==> config.mk <==
export PLATFORM = sky130hd
export DESIGN_NAME = acp_mode_port
export DESIGN_NICKNAME = d
export VERILOG_FILES = /design/src/verilog/acp_sync.v /design/src/verilog/acp_format.v /design/src/verilog/acp_mode_port.v
export VERILOG_INCLUDE_DIRS = /design/src /design/src/verilog
export SDC_FILE = /design/constraint.sdc
export NUM_CORES = 1
export LEC_CHECK = 0
export ABC_AREA = 1
export BUFFER_PORTS_ARGS = -buffer_cell sky130_fd_sc_hd__buf_2
export CAP_MARGIN = 25
export CORE_AREA = 2 2 103 105
export DETAILED_ROUTE_END_ITERATION = 10
export DIE_AREA = 0 0 105 107
export PLACE_DENSITY = 0.62
export SYNTH_ARGS = -nofsm -noshare
export SYNTH_HDL_FRONTEND = slang
export SYNTH_SLANG_ARGS = --single-unit
export TNS_END_PERCENT = 5
==> constraint.sdc <==
create_clock -name mclk_in -period 2.1 [get_ports mclk_in]
set_input_delay 0.105 -clock mclk_in [delete_from_list [all_inputs] [get_ports mclk_in]]
set_output_delay 0.105 -clock mclk_in [all_outputs]
set_load 0.05 [all_outputs]
==> src/verilog/acp_defs.vh <==
// Constants for the converter mode configuration port
// Operation
// - Strap mode: chip-select level turns duty stabilizer off (low) or on (high).
// - Strap mode: serial clock low gives full-rate CMOS, high gives DDR LVDS 3.5mA.
// - Strap mode: serial data low is normal operation, high is sleep.
// - Serial mode: chip select low starts a transfer, high ends it.
// - Only the first 16 serial clock rising edges sample data; later ones ignored.
// - Word is read/write flag, seven address bits, eight data bits, first to last.
// - Flag low writes the data bits into the addressed register.
// - Flag high reads the register back; register unchanged, input data discarded.
// - Serial output is open drain; host supplies the pull-up.
// - Writing one to bit 7 at 00h clears all registers; bit self-clears; write only.
// - Power field at 01h: 00 normal, 01 nap, 11 sleep, 10 unused.
// - Timing bit 3 inverts output clock; bit 0 turns duty stabilizer on.
// - Timing bits 2-1 delay output clock by 0, 1/8, 1/4 or 3/8 period.
// - Driver mode bits 6-4 select differential drive current; 011 unused.
// - Driver mode bit 3 enables internal termination, current becomes 1.6 times.
// - Driver mode bit 2 puts all digital outputs in high impedance.
// - Driver mode bits 1-0: 00 CMOS, 01 DDR LVDS, 10 DDR CMOS, 11 unused.
// - Format bits 5-3 select test patterns: off, zeros, ones, checkerboard, alternating.
// - Format bit 2 odd-bit invert, bit 1 scramble, bit 0 two's complement.
// - Scramble XORs each data bit above the LSB with the LSB.
// - Odd-bit invert inverts odd data bits and forces offset binary.
// - Test pattern overrides two's complement, scramble and odd-bit invert.
`ifndef ACP_DEFS_VH
`define ACP_DEFS_VH
`define ACP_WORD_BITS 5'h10
`define ACP_ADDR_LAST 5'h07
`define ACP_ADDR_RST 7'h00
`define ACP_ADDR_PWR 7'h01
`define ACP_ADDR_TIM 7'h02
`define ACP_ADDR_DRV 7'h03
`define ACP_ADDR_FMT 7'h04
`define ACP_REG_RESET 8'h00
`define ACP_RST_BIT 7
`define ACP_TIM_INV 3
`define ACP_TIM_DLY_HI 2
`define ACP_TIM_DLY_LO 1
`define ACP_TIM_DCS 0
`define ACP_DRV_CUR_HI 6
`define ACP_DRV_CUR_LO 4
`define ACP_DRV_TERM 3
`define ACP_DRV_HIZ 2
`define ACP_DRV_MODE_HI 1
`define ACP_DRV_MODE_LO 0
`define ACP_FMT_TP_HI 5
`define ACP_FMT_TP_LO 3
`define ACP_FMT_ABP 2
`define ACP_FMT_LSB_SCRAMBLE_ENABLE 1
`define ACP_FMT_TWOS 0
`define ACP_PWR_NORMAL 2'h0
`define ACP_PWR_NAP 2'h1
`define ACP_PWR_SLEEP 2'h3
`define ACP_MODE_CMOS 2'h0
`define ACP_MODE_LVDS 2'h1
`define ACP_CUR_DEFAULT 3'h0
`define ACP_TP_OFF 3'h0
`define ACP_TP_ZERO 3'h1
`define ACP_TP_ONE 3'h3
`define ACP_TP_CHECK 3'h5
`define ACP_TP_ALT 3'h7
`define ACP_CHECK_A 13'h1555
`define ACP_ONES 13'h1FFF
`define ACP_ZEROS 13'h0000
`define ACP_ODD_MASK 12'hAAA
`define ACP_MSB_FLIP 12'h800
`endif

==> src/verilog/acp_sync.v <==
// Two-flop synchroniser for pin inputs
`timescale 1ns/1ps
module acp_sync (
  input wire mclk_in,
  input wire srst_in,
  input wire d_in,
  output wire q_out
);
  reg meta_r;
  reg sync_r;
  // =====================================================
  // Synchroniser chain; meta_r is read only by sync_r
  always @(posedge mclk_in) begin
    if (srst_in) begin
      meta_r <= 1'b0;
      sync_r <= 1'b0;
    end else begin
      meta_r <= d_in;
      sync_r <= meta_r;
    end
  end
  assign q_out = sync_r;
endmodule // acp_sync

==> src/verilog/acp_format.v <==
// Output data formatter: test pattern, two's complement, scramble, odd-bit invert
`timescale 1ns/1ps
`include "acp_defs.vh"
module acp_format (
  input wire mclk_in,
  input wire srst_in,
  input wire sample_valid_in,
  input wire [11:0] sample_in,
  input wire range_overflow_flag_in,
  input wire [2:0] test_pattern_select_in,
  input wire odd_bit_invert_enable_in,
  input wire lsb_scramble_enable_in,
  input wire signed_format_select_in,
  output reg [11:0] fmt_data_out,
  output reg fmt_overflow_out
);
  reg phase_r;
  reg [12:0] pat;
  reg [11:0] d;
  // =====================================================
  // Alternating patterns flip once per sample
  always @(posedge mclk_in) begin
    if (srst_in) begin
      phase_r <= 1'b0;
    end else if (sample_valid_in) begin
      phase_r <= ~phase_r;
    end
  end
  // Pattern select and data coding
  always @* begin
    pat = `ACP_ZEROS;
    case (test_pattern_select_in)
      `ACP_TP_ONE: pat = `ACP_ONES;
      `ACP_TP_CHECK: pat = phase_r ? ~`ACP_CHECK_A : `ACP_CHECK_A;
      `ACP_TP_ALT: pat = phase_r ? `ACP_ONES : `ACP_ZEROS;
      default: pat = `ACP_ZEROS;
    endcase
    d = sample_in;
    // Odd-bit invert forces offset binary
    if (signed_format_select_in && !odd_bit_invert_enable_in) begin
      d = d ^ `ACP_MSB_FLIP;
    end
    if (lsb_scramble_enable_in) begin
      d = d ^ {{11{d[0]}}, 1'b0};
    end
    if (odd_bit_invert_enable_in) begin
      d = d ^ `ACP_ODD_MASK;
    end
  end
  // Registered outputs; an active pattern wins over all coding
  always @(posedge mclk_in) begin
    if (srst_in) begin
      fmt_data_out <= 12'h000;
      fmt_overflow_out <= 1'b0;
    end else if (sample_valid_in) begin
      if (test_pattern_select_in != `ACP_TP_OFF) begin
        fmt_data_out <= pat[11:0];
        fmt_overflow_out <= pat[12];
      end else begin
        fmt_data_out <= d;
        fmt_overflow_out <= range_overflow_flag_in;
      end
    end
  end
endmodule // acp_format

==> src/verilog/acp_mode_port.v <==
// Mode configuration port: strap decode, serial register access, mode outputs
`timescale 1ns/1ps
`include "acp_defs.vh"
module acp_mode_port (
  input wire mclk_in,
  input wire srst_in,
  input wire strap_or_serial_select_in,
  input wire cs_n_in,
  input wire sck_in,
  input wire sdi_in,
  output wire sdo_out,
  output reg sdo_oe_out,
  input wire sample_valid_in,
  input wire [11:0] sample_in,
  input wire range_overflow_flag_in,
  output wire [11:0] fmt_data_out,
  output wire fmt_overflow_out,
  output reg [1:0] power_state_field_out,
  output reg duty_stabilizer_enable_out,
  output reg out_clock_invert_out,
  output reg [1:0] out_clock_delay_field_out,
  output reg [2:0] diff_drive_current_field_out,
  output reg internal_termination_enable_out,
  output reg drive_current_boost_out,
  output reg output_high_z_out,
  output reg [1:0] output_interface_select_out
);
  // =====================================================
  // Register map, serial mode
  //   00h soft reset: bit 7 clears every register when the frame ends; reads 00h
  //   01h power state: bits 1-0
  //   02h output clock: bit 3 invert, bits 2-1 delay, bit 0 duty stabilizer
  //   03h output driver: bits 6-4 current, bit 3 termination, bit 2 high-z, bits 1-0 interface
  //   04h data format: bits 5-3 pattern, bit 2 odd-bit invert, bit 1 scramble, bit 0 signed
  //   05h to 7Fh: writes dropped, reads return 00h
  // Unused bits are stored and read back as written
  //
  // Serial timing seen from the host
  //   Every pin passes two flops, so each edge acts three clocks late
  //   Serial clock high and low phases must each last four clocks or more
  //   Chip select must stay high four clocks or more between frames
  //   First read bit follows the eighth rise; the rest change after the ninth to fifteenth falling serial clock edges
  //   Write data lands about four clocks after the sixteenth rise
  //   Soft reset clears about four clocks after chip select rises
  // Unused codes pass through; the output stage decides their effect

  // =====================================================
  // Serial frame states, one-hot
  localparam ST_IDLE = 3'b001;
  localparam ST_SHIFT = 3'b010;
  localparam ST_DONE = 3'b100;

  wire par_s;
  wire cs_n_s;
  wire sck_s;
  wire sdi_s;
  reg sck_d_r;
  reg cs_d_r;
  reg [2:0] state_r;
  reg [2:0] state_nxt;
  reg [4:0] bit_cnt_r;
  reg [15:0] shift_r;
  reg [7:0] rd_data_r;
  reg rd_active_r;
  reg pending_rst_r;
  reg [7:0] pwr_r;
  reg [7:0] tim_r;
  reg [7:0] drv_r;
  reg [7:0] fmt_r;
  reg [7:0] rd_mux;
  wire cs_act_s;
  wire sck_rise;
  wire sck_fall;
  wire cs_rise;
  wire [15:0] word;
  wire last_bit;
  wire shift_rise;
  wire wr_commit;
  wire soft_clr;
  wire [1:0] strap_iface;
  wire [1:0] strap_power;

  // Register read decode; soft reset register reads zero
  function [7:0] reg_read;
    input [6:0] addr;
    begin
      case (addr)
        `ACP_ADDR_PWR: reg_read = pwr_r;
        `ACP_ADDR_TIM: reg_read = tim_r;
        `ACP_ADDR_DRV: reg_read = drv_r;
        `ACP_ADDR_FMT: reg_read = fmt_r;
        default: reg_read = 8'h00;
      endcase
    end
  endfunction

  // =====================================================
  // Pin synchronisers; the serial clock is sampled like any pin
  // No pin is read before its second flop
  acp_sync u_sync_par (.mclk_in(mclk_in), .srst_in(srst_in), .d_in(strap_or_serial_select_in), .q_out(par_s));
  // Chip select runs inverted so that a cleared chain reads as deselected
  acp_sync u_sync_cs (.mclk_in(mclk_in), .srst_in(srst_in), .d_in(~cs_n_in), .q_out(cs_act_s));
  assign cs_n_s = ~cs_act_s;
  acp_sync u_sync_sck (.mclk_in(mclk_in), .srst_in(srst_in), .d_in(sck_in), .q_out(sck_s));
  acp_sync u_sync_sdi (.mclk_in(mclk_in), .srst_in(srst_in), .d_in(sdi_in), .q_out(sdi_s));

  // Edge detection on synchronised levels
  // Reset values equal the idle pin levels, so reset makes no false edge
  always @(posedge mclk_in) begin
    if (srst_in) begin
      sck_d_r <= 1'b0;
      cs_d_r <= 1'b1;
    end else begin
      sck_d_r <= sck_s;
      cs_d_r <= cs_n_s;
    end
  end
  assign sck_rise = sck_s & ~sck_d_r;
  assign sck_fall = ~sck_s & sck_d_r;
  assign cs_rise = cs_n_s & ~cs_d_r;
  assign word = {shift_r[14:0], sdi_s};
  assign last_bit = (bit_cnt_r == `ACP_WORD_BITS - 5'h01);
  // Command strobes
  assign shift_rise = (state_r == ST_SHIFT) && sck_rise;
  assign wr_commit = shift_rise && last_bit && !word[15];
  assign soft_clr = pending_rst_r && cs_rise;

  // Strap pin decode; driver current and termination stay at their defaults
  assign strap_iface = sck_s ? `ACP_MODE_LVDS : `ACP_MODE_CMOS;
  assign strap_power = sdi_s ? `ACP_PWR_SLEEP : `ACP_PWR_NORMAL;

  // Read mux on the address just completed; used only at the eighth rise
  always @* begin
    rd_mux = reg_read(word[6:0]);
  end

  // =====================================================
  // Frame state machine: serial mode only
  // Idle waits for chip select low while the strap pin is low
  // Shift takes one bit at each rising serial clock edge
  // Done swallows further edges until chip select rises
  // Chip select rising during shift drops the word with no write
  // Any other state code falls back to idle
  always @* begin
    state_nxt = state_r;
    case (state_r)
      ST_IDLE: begin
        if (!par_s && !cs_n_s) begin
          state_nxt = ST_SHIFT;
        end
      end
      ST_SHIFT: begin
        if (cs_n_s) begin
          state_nxt = ST_IDLE;
        end else if (sck_rise && last_bit) begin
          state_nxt = ST_DONE;
        end
      end
      ST_DONE: begin
        // Extra clock edges are ignored until chip select rises
        if (cs_n_s) begin
          state_nxt = ST_IDLE;
        end
      end
      default: state_nxt = ST_IDLE;
    endcase
  end

  // Bit capture, soft reset request and read-back shifter
  always @(posedge mclk_in) begin
    if (srst_in) begin
      state_r <= ST_IDLE;
      bit_cnt_r <= 5'h00;
      shift_r <= 16'h0000;
      rd_data_r <= 8'h00;
      rd_active_r <= 1'b0;
      pending_rst_r <= 1'b0;
    end else begin
      state_r <= state_nxt;
      if (state_r == ST_IDLE) begin
        bit_cnt_r <= 5'h00;
        rd_active_r <= 1'b0;
      end
      // Request is consumed when chip select rises; a new request in that cycle survives
      if (soft_clr) begin
        pending_rst_r <= 1'b0;
      end
      // Only the first sixteen rising edges shift data in
      if (shift_rise) begin
        shift_r <= word;
        bit_cnt_r <= bit_cnt_r + 5'h01;
        // Address complete after flag and seven bits: load read data
        if (bit_cnt_r == `ACP_ADDR_LAST && shift_r[6]) begin
          rd_data_r <= rd_mux;
          rd_active_r <= 1'b1;
        end
        // Reset bit only arms the clear; registers drop when the frame ends
        if (wr_commit && word[14:8] == `ACP_ADDR_RST) begin
          pending_rst_r <= word[`ACP_RST_BIT];
        end
      end else if (rd_active_r && sck_fall && state_r == ST_SHIFT && bit_cnt_r > `ACP_ADDR_LAST + 5'h01) begin
        rd_data_r <= {rd_data_r[6:0], 1'b0};
      end
      if (cs_rise) begin
        rd_active_r <= 1'b0;
      end
    end
  end

  // =====================================================
  // Register file; a soft reset clear at frame end beats a write in the same cycle
  always @(posedge mclk_in) begin
    if (srst_in) begin
      pwr_r <= `ACP_REG_RESET;
      tim_r <= `ACP_REG_RESET;
      drv_r <= `ACP_REG_RESET;
      fmt_r <= `ACP_REG_RESET;
    end else if (soft_clr) begin
      pwr_r <= `ACP_REG_RESET;
      tim_r <= `ACP_REG_RESET;
      drv_r <= `ACP_REG_RESET;
      fmt_r <= `ACP_REG_RESET;
    end else if (wr_commit) begin
      // Write on flag low; reads never change registers
      // Unknown addresses fall to the default arm and leave all registers alone
      case (word[14:8])
        `ACP_ADDR_PWR: pwr_r <= word[7:0];
        `ACP_ADDR_TIM: tim_r <= word[7:0];
        `ACP_ADDR_DRV: drv_r <= word[7:0];
        `ACP_ADDR_FMT: fmt_r <= word[7:0];
        default: pwr_r <= pwr_r;
      endcase
    end
  end

  // =====================================================
  // Open-drain output: pulls low for a zero bit, otherwise released
  // The line is never driven high; a one is the host's pull-up
  // Registered so that the enable cannot glitch while the host samples
  // Strap mode never starts a frame, so the line stays released there
  always @(posedge mclk_in) begin
    if (srst_in) begin
      sdo_oe_out <= 1'b0;
    end else begin
      sdo_oe_out <= rd_active_r && !cs_n_s && (bit_cnt_r > `ACP_ADDR_LAST) && !rd_data_r[7];
    end
  end
  assign sdo_out = 1'b0;

  // =====================================================
  // Mode outputs: strap pins in parallel mode, registers in serial mode
  // Registers keep their contents in strap mode and take over again on leaving it
  // Outputs follow a pin three clocks late and a register one clock late
  always @(posedge mclk_in) begin
    if (srst_in) begin
      power_state_field_out <= `ACP_PWR_NORMAL;
      duty_stabilizer_enable_out <= 1'b0;
      out_clock_invert_out <= 1'b0;
      out_clock_delay_field_out <= 2'h0;
      diff_drive_current_field_out <= `ACP_CUR_DEFAULT;
      internal_termination_enable_out <= 1'b0;
      drive_current_boost_out <= 1'b0;
      output_high_z_out <= 1'b0;
      output_interface_select_out <= `ACP_MODE_CMOS;
    end else if (par_s) begin
      duty_stabilizer_enable_out <= cs_n_s;
      output_interface_select_out <= strap_iface;
      diff_drive_current_field_out <= `ACP_CUR_DEFAULT;
      internal_termination_enable_out <= 1'b0;
      drive_current_boost_out <= 1'b0;
      power_state_field_out <= strap_power;
      out_clock_invert_out <= 1'b0;
      out_clock_delay_field_out <= 2'h0;
      output_high_z_out <= 1'b0;
    end else begin
      power_state_field_out <= pwr_r[1:0];
      out_clock_invert_out <= tim_r[`ACP_TIM_INV];
      duty_stabilizer_enable_out <= tim_r[`ACP_TIM_DCS];
      out_clock_delay_field_out <= tim_r[`ACP_TIM_DLY_HI:`ACP_TIM_DLY_LO];
      diff_drive_current_field_out <= drv_r[`ACP_DRV_CUR_HI:`ACP_DRV_CUR_LO];
      internal_termination_enable_out <= drv_r[`ACP_DRV_TERM];
      drive_current_boost_out <= drv_r[`ACP_DRV_TERM];
      output_high_z_out <= drv_r[`ACP_DRV_HIZ];
      output_interface_select_out <= drv_r[`ACP_DRV_MODE_HI:`ACP_DRV_MODE_LO];
    end
  end

  // =====================================================
  // Data formatter; strap mode leaves all format bits clear
  // Strap mode therefore gives plain offset binary with no pattern
  acp_format u_format (
    .mclk_in(mclk_in),
    .srst_in(srst_in),
    .sample_valid_in(sample_valid_in),
    .sample_in(sample_in),
    .range_overflow_flag_in(range_overflow_flag_in),
    .test_pattern_select_in(par_s ? `ACP_TP_OFF : fmt_r[`ACP_FMT_TP_HI:`ACP_FMT_TP_LO]),
    .odd_bit_invert_enable_in(~par_s & fmt_r[`ACP_FMT_ABP]),
    .lsb_scramble_enable_in(~par_s & fmt_r[`ACP_FMT_LSB_SCRAMBLE_ENABLE]),
    .signed_format_select_in(~par_s & fmt_r[`ACP_FMT_TWOS]),
    .fmt_data_out(fmt_data_out),
    .fmt_overflow_out(fmt_overflow_out)
  );
endmodule // acp_mode_port

; After elaboration in Yosys (flattened, before gate mapping)
; Cells that the tools add are included.
[word_totals]
inputBits = 20
elab_cells = 134
out_inout_bits = 29
ff_bits = 103
[op_classes]
addsub = 1
n_eq_ne = 20
n_mux = 31
n_bitwise = 16
reduce_logical = 32
n_lt_le_gt_ge = 2
[op_table]
columns = operator, count
row1 = 2-to-1 mux 12 bit, 4
row2 = one-hot mux 13 bit (3 select lines), 1
row3 = one-hot mux 8 bit (4 select lines), 1
row4 = equality test 7 x 2 -> 1 bit (second input constant), 4
row5 = 2-to-1 mux 13 bit, 2
row6 = 2-to-1 mux 8 bit, 3
row7 = logical AND 1 bit, 15
row8 = 2-to-1 mux 3 bit, 5
row9 = equality test 7 x 1 -> 1 bit (second input constant), 2
row10 = equality test 7 x 3 -> 1 bit (second input constant), 2
row11 = bitwise XOR 12 bit, 1
row12 = 2-to-1 mux 5 bit, 2
row13 = AND reduction 2 bit, 5
row14 = equality test 3 bit (second input constant), 3
row15 = 2-to-1 mux 1 bit, 9
row16 = one-hot mux 3 bit (3 select lines), 1
row17 = NOT 1 bit, 8
row18 = zero test 7 bit, 1
row19 = AND 1 bit, 6
row20 = equality test 3 x 2 -> 1 bit (second input constant), 2
row21 = 2-to-1 mux 2 bit, 3
row22 = NOT 6 bit, 1
row23 = OR reduction 2 bit, 3
row24 = adder 5 x 1 -> 5 bit (second input constant), 1
row25 = other kinds (12), 17

; Depth between registers and ports, before layout
; Gate-level depths: netlist of the first run.
[logic_depth]
ltp_word = 10
mapped_depth = 11
mapped_depth_nobuf = 10

; By module
; Synthesis of the first run repeated with hierarchy kept, for this count alone.
[hier_totals]
hier_cells = 679
area_unflattened_um2 = 4788.3
[modules_own_cells]
columns = mod, n_inst, seq_area_each_um2, cells_per_inst, area_each_um2
row1 = acp_mode_port, 1, 1621.6, 519, 3693.5
row2 = acp_format, 1, 280.3, 136, 874.6
row3 = acp_sync, 4, 40.0, 6, 55.1

; Worst setup path after synthesis of the first run
; Ideal clock, no wire load.
[synth_timing]
path_kind = register to register
startpoint = reg bit_cnt_r[0]
endpoint = reg tim_r[1]
arrival_ps = 1440
path_slack_ps = 547
path_stages_with_launch = 12
required_ps = 1987
path_buffers = 1
period_less_slack_ps = 1553
setup_time_ps = 113
cell_sequence = dfxtp_1 -> ha_1 -> nand2_1 -> nor2_1 -> ha_1 -> nand3b_4 -> clkinv_2 -> nand2_1 -> buf_2 -> nand2_1 -> nand2_1 -> nor2_1
[synth_between]
elab_chain_cells = 4
[synth_lines]
columns = element, line
row1 = "start, declared", acp_mode_port.v:61  ; reg [4:0] bit_cnt_r;
row2 = "start signal, assigned", acp_mode_port.v:191  ; bit_cnt_r <= bit_cnt_r + 5'h01;
row3 = equality test 5 x 4 -> 1 bit, acp_mode_port.v:122  ; assign last_bit = (bit_cnt_r == `ACP_WORD_BITS - 5'h01);
row4 = logical AND 1 bit (2 in series), acp_mode_port.v:125  ; assign wr_commit = shift_rise && last_bit && !word[15];
row5 = AND reduction 2 bit (no source line), n/a
row6 = "end signal, assigned", acp_mode_port.v:215  ; tim_r <= `ACP_REG_RESET;
row7 = "end signal, assigned", acp_mode_port.v:220  ; tim_r <= `ACP_REG_RESET;
row8 = "end signal, assigned", acp_mode_port.v:228  ; `ACP_ADDR_TIM: tim_r <= word[7:0];
row9 = "end, declared", acp_mode_port.v:67  ; reg [7:0] tim_r;
; No other way between the ends.
; A chain may end at the register's enable or synchronous reset.

; Worst setup path in the final report of the first run
[layout_timing]
startpoint = reg bit_cnt_r[0]
endpoint = reg tim_r[4]
; The elaborated chain is that of the path after synthesis.

==> impl_metrics.json, run 1 <==
{
  "status": "finished clean",
  "ant_nets": 0,
  "grt_pass1_vias": 3714,
  "timing_worst_slew_pin_value_ns": 0.757,
  "power_leakage_nw": 2.45,
  "slew_headroom": 0.493,
  "io_buffers": 47,
  "syn-cell-area_mm2": 0.00462,
  "dpl.hpwl_um": 7540,
  "vias": 4148,
  "synth_area_leaders": "dfxtp_1 (45%), nand2_1 (9.5%), nor2_1 (7.7%)",
  "finalSetupViolations": 0,
  "drtPass1Iterations": 5,
  "crit_top_cell": "nand2_1",
  "rsz0062_at_grt": "false",
  "grt_usage": 0.201,
  "drv_cap": 0,
  "gr-total-overflow": 0,
  "ff2ff_setup_slack_ns": 0.19,
  "fin_setup_tns_ns": 0,
  "path_clk_slew_ns": 0.10,
  "hold_viol_final": 0,
  "grt_pass1_wl_um": 17900,
  "initial_core_util": 0.458,
  "cp_slowest_cell": "dfxtp_1",
  "cp_data_arrival_time_ns": 2.21,
  "postCtsHoldBufs": 6,
  "cts_buffer_depth": 2,
  "synth-seq-cells": 103,
  "viasPerCell": 4.93,
  "nets": 723,
  "skew_ns": 0.00966,
  "crit_chain": "ha_1 > nand2_1 > nor2_1 > ha_1 > nand3b_4 > clkinv_2 > nand2_1 > nand2_1 > a21boi_1",
  "routed_wl_um": 10800,
  "fin_crit_sh": 0.908,
  "ys_seq_area_frac": 0.446,
  "synth_nets": 674,
  "avgSynthCellArea_um2": 7.10,
  "insertion_delay_ns": 0.38,
  "n_antenna_cell": 0,
  "ioPinCount": 49,
  "fillers": 1015,
  "htreeDepth": 3,
  "crit_type": "flop to flop",
  "synth_cells": 651,
  "rows": 37,
  "drt_iter0_markers": 175,
  "drc": 0,
  "cpPeakStageDelay_ns": 0.36,
  "synth-main-ff-cell": "dfxtp_1",
  "fin_crit_ns": 1.91,
  "cts_resized": 0,
  "cts_buffers": 9,
  "dieHeight_um": 107,
  "slew_viol_final": 0,
  "fmax_mhz": 524,
  "clock_sinks": 103,
  "synth_edf_count": 0,
  "hp-class": "input pin to flop",
  "drive_gt1_frac": 0.142,
  "dieWidth_um": 105,
  "area_growth_pct": 13.8,
  "yosysUniqueCellTypes": 37,
  "gp_congestion": 0.845,
  "peakVddDrop_v": 0.000346,
  "cp_num_buf_inv": 1,
  "core_area_mm2": 0.0101,
  "critical_path_required_ns": 2.40,
  "cellPowerDensity_mw_per_mm2": 733,
  "crit_family": "simple AND/OR/NAND/NOR gates",
  "cts_tree": "done",
  "grt_max_degree": 33,
  "antenna_found_initial": 0,
  "synth_top_cell_area_share": 0.446,
  "cts_setup_buffers": 0,
  "hold_slack_ns": 0.0205,
  "netlist.top_cell.by_area": "dfxtp_1",
  "crit_fanout": 15,
  "startpoint_type": "flop",
  "ctsRootBufferMaster": "clkbuf_8",
  "synthArstFlopShare": 0,
  "endpoint_kind": "flop",
  "wire_per_inst_um": 12.9,
  "die_area_mm2": 0.0112,
  "synth_warnings": 0
}
placed cells by master, fill, tap and decap left out, drive strengths merged, types with 3 or more instances in the layout:
cell type    instances
o21ai               67
clkinv               5
dlygate4sd3          6
nand3               56
inv                 83
a21boi              11
nand2              120
ha                   3
nor2               103
xnor2                6
a21oi               53
buf                 58
clkbuf              11
dfxtp              103
nor4                 5
sequential cells by signal, indices dropped and copies added, names as in the netlist, 3 cells and up:
name / flops
shift_r: 15
fmt_r: 8
state_r: 3
u_format.fmt_data_out: 12
diff_drive_current_field_out: 3
pwr_r: 8
bit_cnt_r: 5
tim_r: 8
drv_r: 8
rd_data_r: 8
report_power, final:
| group | internal, mW | switching, mW | total, mW |
|---|---|---|---|
| Sequential | 2.01 | 0.0353 | 2.04 |
| Clock | 0.705 | 0.690 | 1.39 |
| Combinational | 0.122 | 0.293 | 0.415 |
| Total | 2.84 | 1.02 | 3.85 |
cells in the mapped netlist, types with 2 or more instances:
| master | n |
|---|---|
| nand2_1 | 117 |
| dfxtp_1 | 103 |
| nor2_1 | 95 |
| inv_1 | 76 |
| o21ai_0 | 66 |
| nand3_1 | 55 |
| a21oi_1 | 53 |
| clkbuf_1 | 13 |
| a21boi_1 | 10 |
| inv_2 | 7 |
| xnor2_1 | 6 |
| buf_2 | 5 |
| nor2_2 | 5 |
| buf_4 | 3 |
| buf_6 | 3 |
| ha_1 | 3 |
| nand2_2 | 3 |
| nor4_1 | 3 |
| buf_1 | 2 |
| clkinv_1 | 2 |
| nor2_4 | 2 |
| nor3_1 | 2 |
| nor4_4 | 2 |
| or2_2 | 2 |
final timing paths:
path / cells past startpoint / end / startpoint
max: 9 / tim_r[4] / bit_cnt_r[0]
max reg2reg: 9 / tim_r[4] / bit_cnt_r[0]
min reg2reg: 2 / u_sync_sdi.q_out / u_sync_sdi.meta_r
min: 4 / u_format.fmt_data_out[10] / sample_in[10]
through the flow:
stage	instance area (µm²)	total power [mW]	std cells	util	setup slack (ns)
floorplan	4620	2.39	651	-	0.547
detailed placement	4980	2.50	819	0.493	0.232
global placement	4980	2.49	819	0.493	0.308
finish	5260	3.85	841	0.521	0.193
CTS	5260	3.89	841	0.521	0.194
global route	5260	4.01	841	0.521	0.0428
final cells by class:
class                           instances  area, µm²  area share
Multi-Input combinational cell        436       2100       0.400
Tap cell                              136        170      0.0324
Timing Repair Buffer                   64        378      0.0719
Inverter                               86        324      0.0616
Clock inverter                          5       81.3      0.0155
Sequential cell                       103       2060       0.392
Clock buffer                           11        141      0.0269
metal layers:
metal  up-vias  wire length, µm  GRT usage  share of wire
li1       2170                -          -              -
met2        75             4920      0.317           0.45
met3        17              403     0.0334          0.037
met4         0              258     0.0886          0.024
met5         -                0          0              0
met1      1886             5260      0.271           0.49
worst register-to-register path: stages, from the launching register on:
cell	delay (ns)
dfxtp_1	0.36
ha_1	0.21
nand2_1	0.10
nor2_1	0.05
ha_1	0.22
nand3b_4	0.10
clkinv_2	0.19
nand2_1	0.35
nand2_1	0.11
a21boi_1	0.16
kinds of logic after synthesis:
family / share of synthesized area
buf+inv: 0.0999
other cells: 0.000811
compound gates: 0.155
fa+ha+maj: 0.00812
simple gates: 0.279
xor+xnor: 0.0114
flops: 0.446
No activity file was read; power rests on OpenSTA's default activity.
==> run 2: changes to the inputs <==
--- a/config.mk
+++ b/config.mk
@@ -8,11 +8,12 @@
 export LEC_CHECK = 0
 export ABC_AREA = 1
 export BUFFER_PORTS_ARGS = -buffer_cell sky130_fd_sc_hd__buf_2
-export CAP_MARGIN = 25
+export CAP_MARGIN = 20
 export CORE_AREA = 2 2 103 105
 export DETAILED_ROUTE_END_ITERATION = 10
 export DIE_AREA = 0 0 105 107
 export PLACE_DENSITY = 0.62
+export SETUP_SLACK_MARGIN = 0.5
 export SYNTH_ARGS = -nofsm -noshare
 export SYNTH_HDL_FRONTEND = slang
 export SYNTH_SLANG_ARGS = --single-unit
==> run 2 against run 1 <==
Sequential power hardly changed. Critical path type unchanged. Register-to-register slack better by 0.30 ns. Wire length is 3.2% higher. Worst hold slack worse by 0.0068 ns. First-iteration DRC count is 5.1% lower. Via count is 1.8% higher. Die area stayed put. Clock skew is 0.0017 ns lower. Sequential cell count stayed put. Global-route usage is 0.052 points higher.
==> impl_metrics.json, run 2 (synthesized netlist as in run 1, its figures left out) <==
{
  "fin_setup_tns_ns": 0,
  "ctsRootBufferMaster": "clkbuf_8",
  "io_buffers": 47,
  "die_area_mm2": 0.0112,
  "design_area_mm2": 0.00554,
  "crit_fanout": 5,
  "cp_slowest_cell": "dfxtp_1",
  "crit_family": "simple AND/OR/NAND/NOR gates",
  "grt_pass1_vias": 3715,
  "cpPeakStageDelay_ns": 0.33,
  "cts_buffer_depth": 2,
  "endpoint_kind": "flop",
  "fin_crit_ns": 1.61,
  "area_growth_pct": 19.9,
  "hp-class": "input pin to flop",
  "layout_common_cells": "nand2_1 (115), dfxtp_1 (97), nor2_1 (94), inv_1 (76), o21ai_0 (59)",
  "crit_chain": "nor2_1 > nand2_1 > nor4_4 > buf_4 > buf_4 > nand3_1 > a21boi_1",
  "n_antenna_cell": 0,
  "place_inst": 819,
  "place_ws_ns": 0.232,
  "multi_input_area_mm2": 0.00220,
  "slew_viol_final": 0,
  "crit_top_cell": "buf_4",
  "skew_ns": 0.00795,
  "vias": 4221,
  "drc": 0,
  "hold_slack_ns": 0.0137,
  "cp_num_buf_inv": 2,
  "grt_max_degree": 33,
  "worst_slack_ns": 0.491,
  "drt_iter0_markers": 166,
  "path_clk_slew_ns": 0.10,
  "clock_sinks": 103,
  "status": "finished clean",
  "ant_nets": 0,
  "final_util": 0.549,
  "startpoint_type": "flop",
  "initial_core_util": 0.458,
  "cp_data_arrival_time_ns": 1.91,
  "grt_pass1_wl_um": 17900,
  "htreeDepth": 3,
  "wire_per_inst_um": 13.1,
  "gr-total-overflow": 0,
  "mostFrequentLayoutCell": "nand2_1",
  "drive_gt1_frac": 0.179,
  "rows": 37,
  "instances_no_fill": 857,
  "dpl.hpwl_um": 7540,
  "place_area_mm2": 0.00498,
  "grt_usage": 0.202,
  "critical_path_required_ns": 2.40,
  "dieWidth_um": 105,
  "total_power_mw": 3.88,
  "peakVddDrop_v": 0.000349,
  "fmax_mhz": 622,
  "core_area_mm2": 0.0101,
  "insertion_delay_ns": 0.38,
  "dieHeight_um": 107,
  "drtPass1Iterations": 4,
  "routed_wl_um": 11200,
  "rsz0062_at_grt": "true",
  "nets": 739,
  "gp_congestion": 0.845,
  "crit_type": "flop to flop",
  "largest_registers": "shift_r: 15 flops, u_format.fmt_data_out: 12 flops",
  "cts_tree": "done",
  "finalSetupViolations": 0,
  "fin_crit_sh": 0.766,
  "cts_buffers": 9,
  "power_leakage_nw": 2.59,
  "viasPerCell": 4.93,
  "fillers": 992,
  "hold_viol_final": 0,
  "final-seq-area_mm2": 0.00207,
  "drv_cap": 0,
  "antenna_found_initial": 0,
  "cellPowerDensity_mw_per_mm2": 699,
  "largest_reg_flops": 15,
  "ioPinCount": 49,
  "top_register": "shift_r"
}
## run 2: where the power goes
| group | internal, mW | switching, mW |
|---|---|---|
| combinational | 0.130 | 0.298 |
| clock | 0.705 | 0.697 |
| sequential | 2.01 | 0.0362 |
| total | 2.84 | 1.03 |
## run 2: worst reg2reg max path, cell delays in order (launching register included)
cell and delay (ns):
dfxtp_1 0.33, nor2_1 0.13, nand2_1 0.24, nor4_4 0.32, buf_4 0.19, buf_4 0.12, nand3_1 0.05, a21boi_1 0.16
## run 2: layer usage
metal / part of all wire / up-vias / GRT usage
li1: - / 2198 / -
met5: 0 / - / 0
met2: 0.46 / 79 / 0.319
met4: 0.023 / 0 / 0.0857
met3: 0.036 / 16 / 0.0334
met1: 0.48 / 1928 / 0.272
## run 2: final timing paths
| check | startpoint | end | slack, ns | cells after the start |
|---|---|---|---|---|
| max reg2reg | shift_r[11] | tim_r[4] | 0.49 | 7 |
| min | sample_in[10] | u_format.fmt_data_out[10] | 0.01 | 4 |
| max | shift_r[11] | tim_r[4] | 0.49 | 7 |
| min reg2reg | u_sync_sdi.meta_r | u_sync_sdi.q_out | 0.39 | 2 |
## run 2: timing repair
action,4_1_cts,5_1_grt
hold buffers,6,0
pin swaps,0,8
cloned,0,1
resized for setup,12,29
hold endpoints to repair,6,0
buffers inserted,0,15
setup endpoints to repair,50,57
## run 2: layout make-up
cell class | count | share of cell area
clock inverters | 5 | 0.0147
clock buffers | 11 | 0.0255
repair inverters | 1 | 0.00158
inverters | 86 | 0.0621
flip-flops and latches | 103 | 0.374
repair buffers | 79 | 0.0937
multi-input cells | 436 | 0.398
well taps | 136 | 0.0307
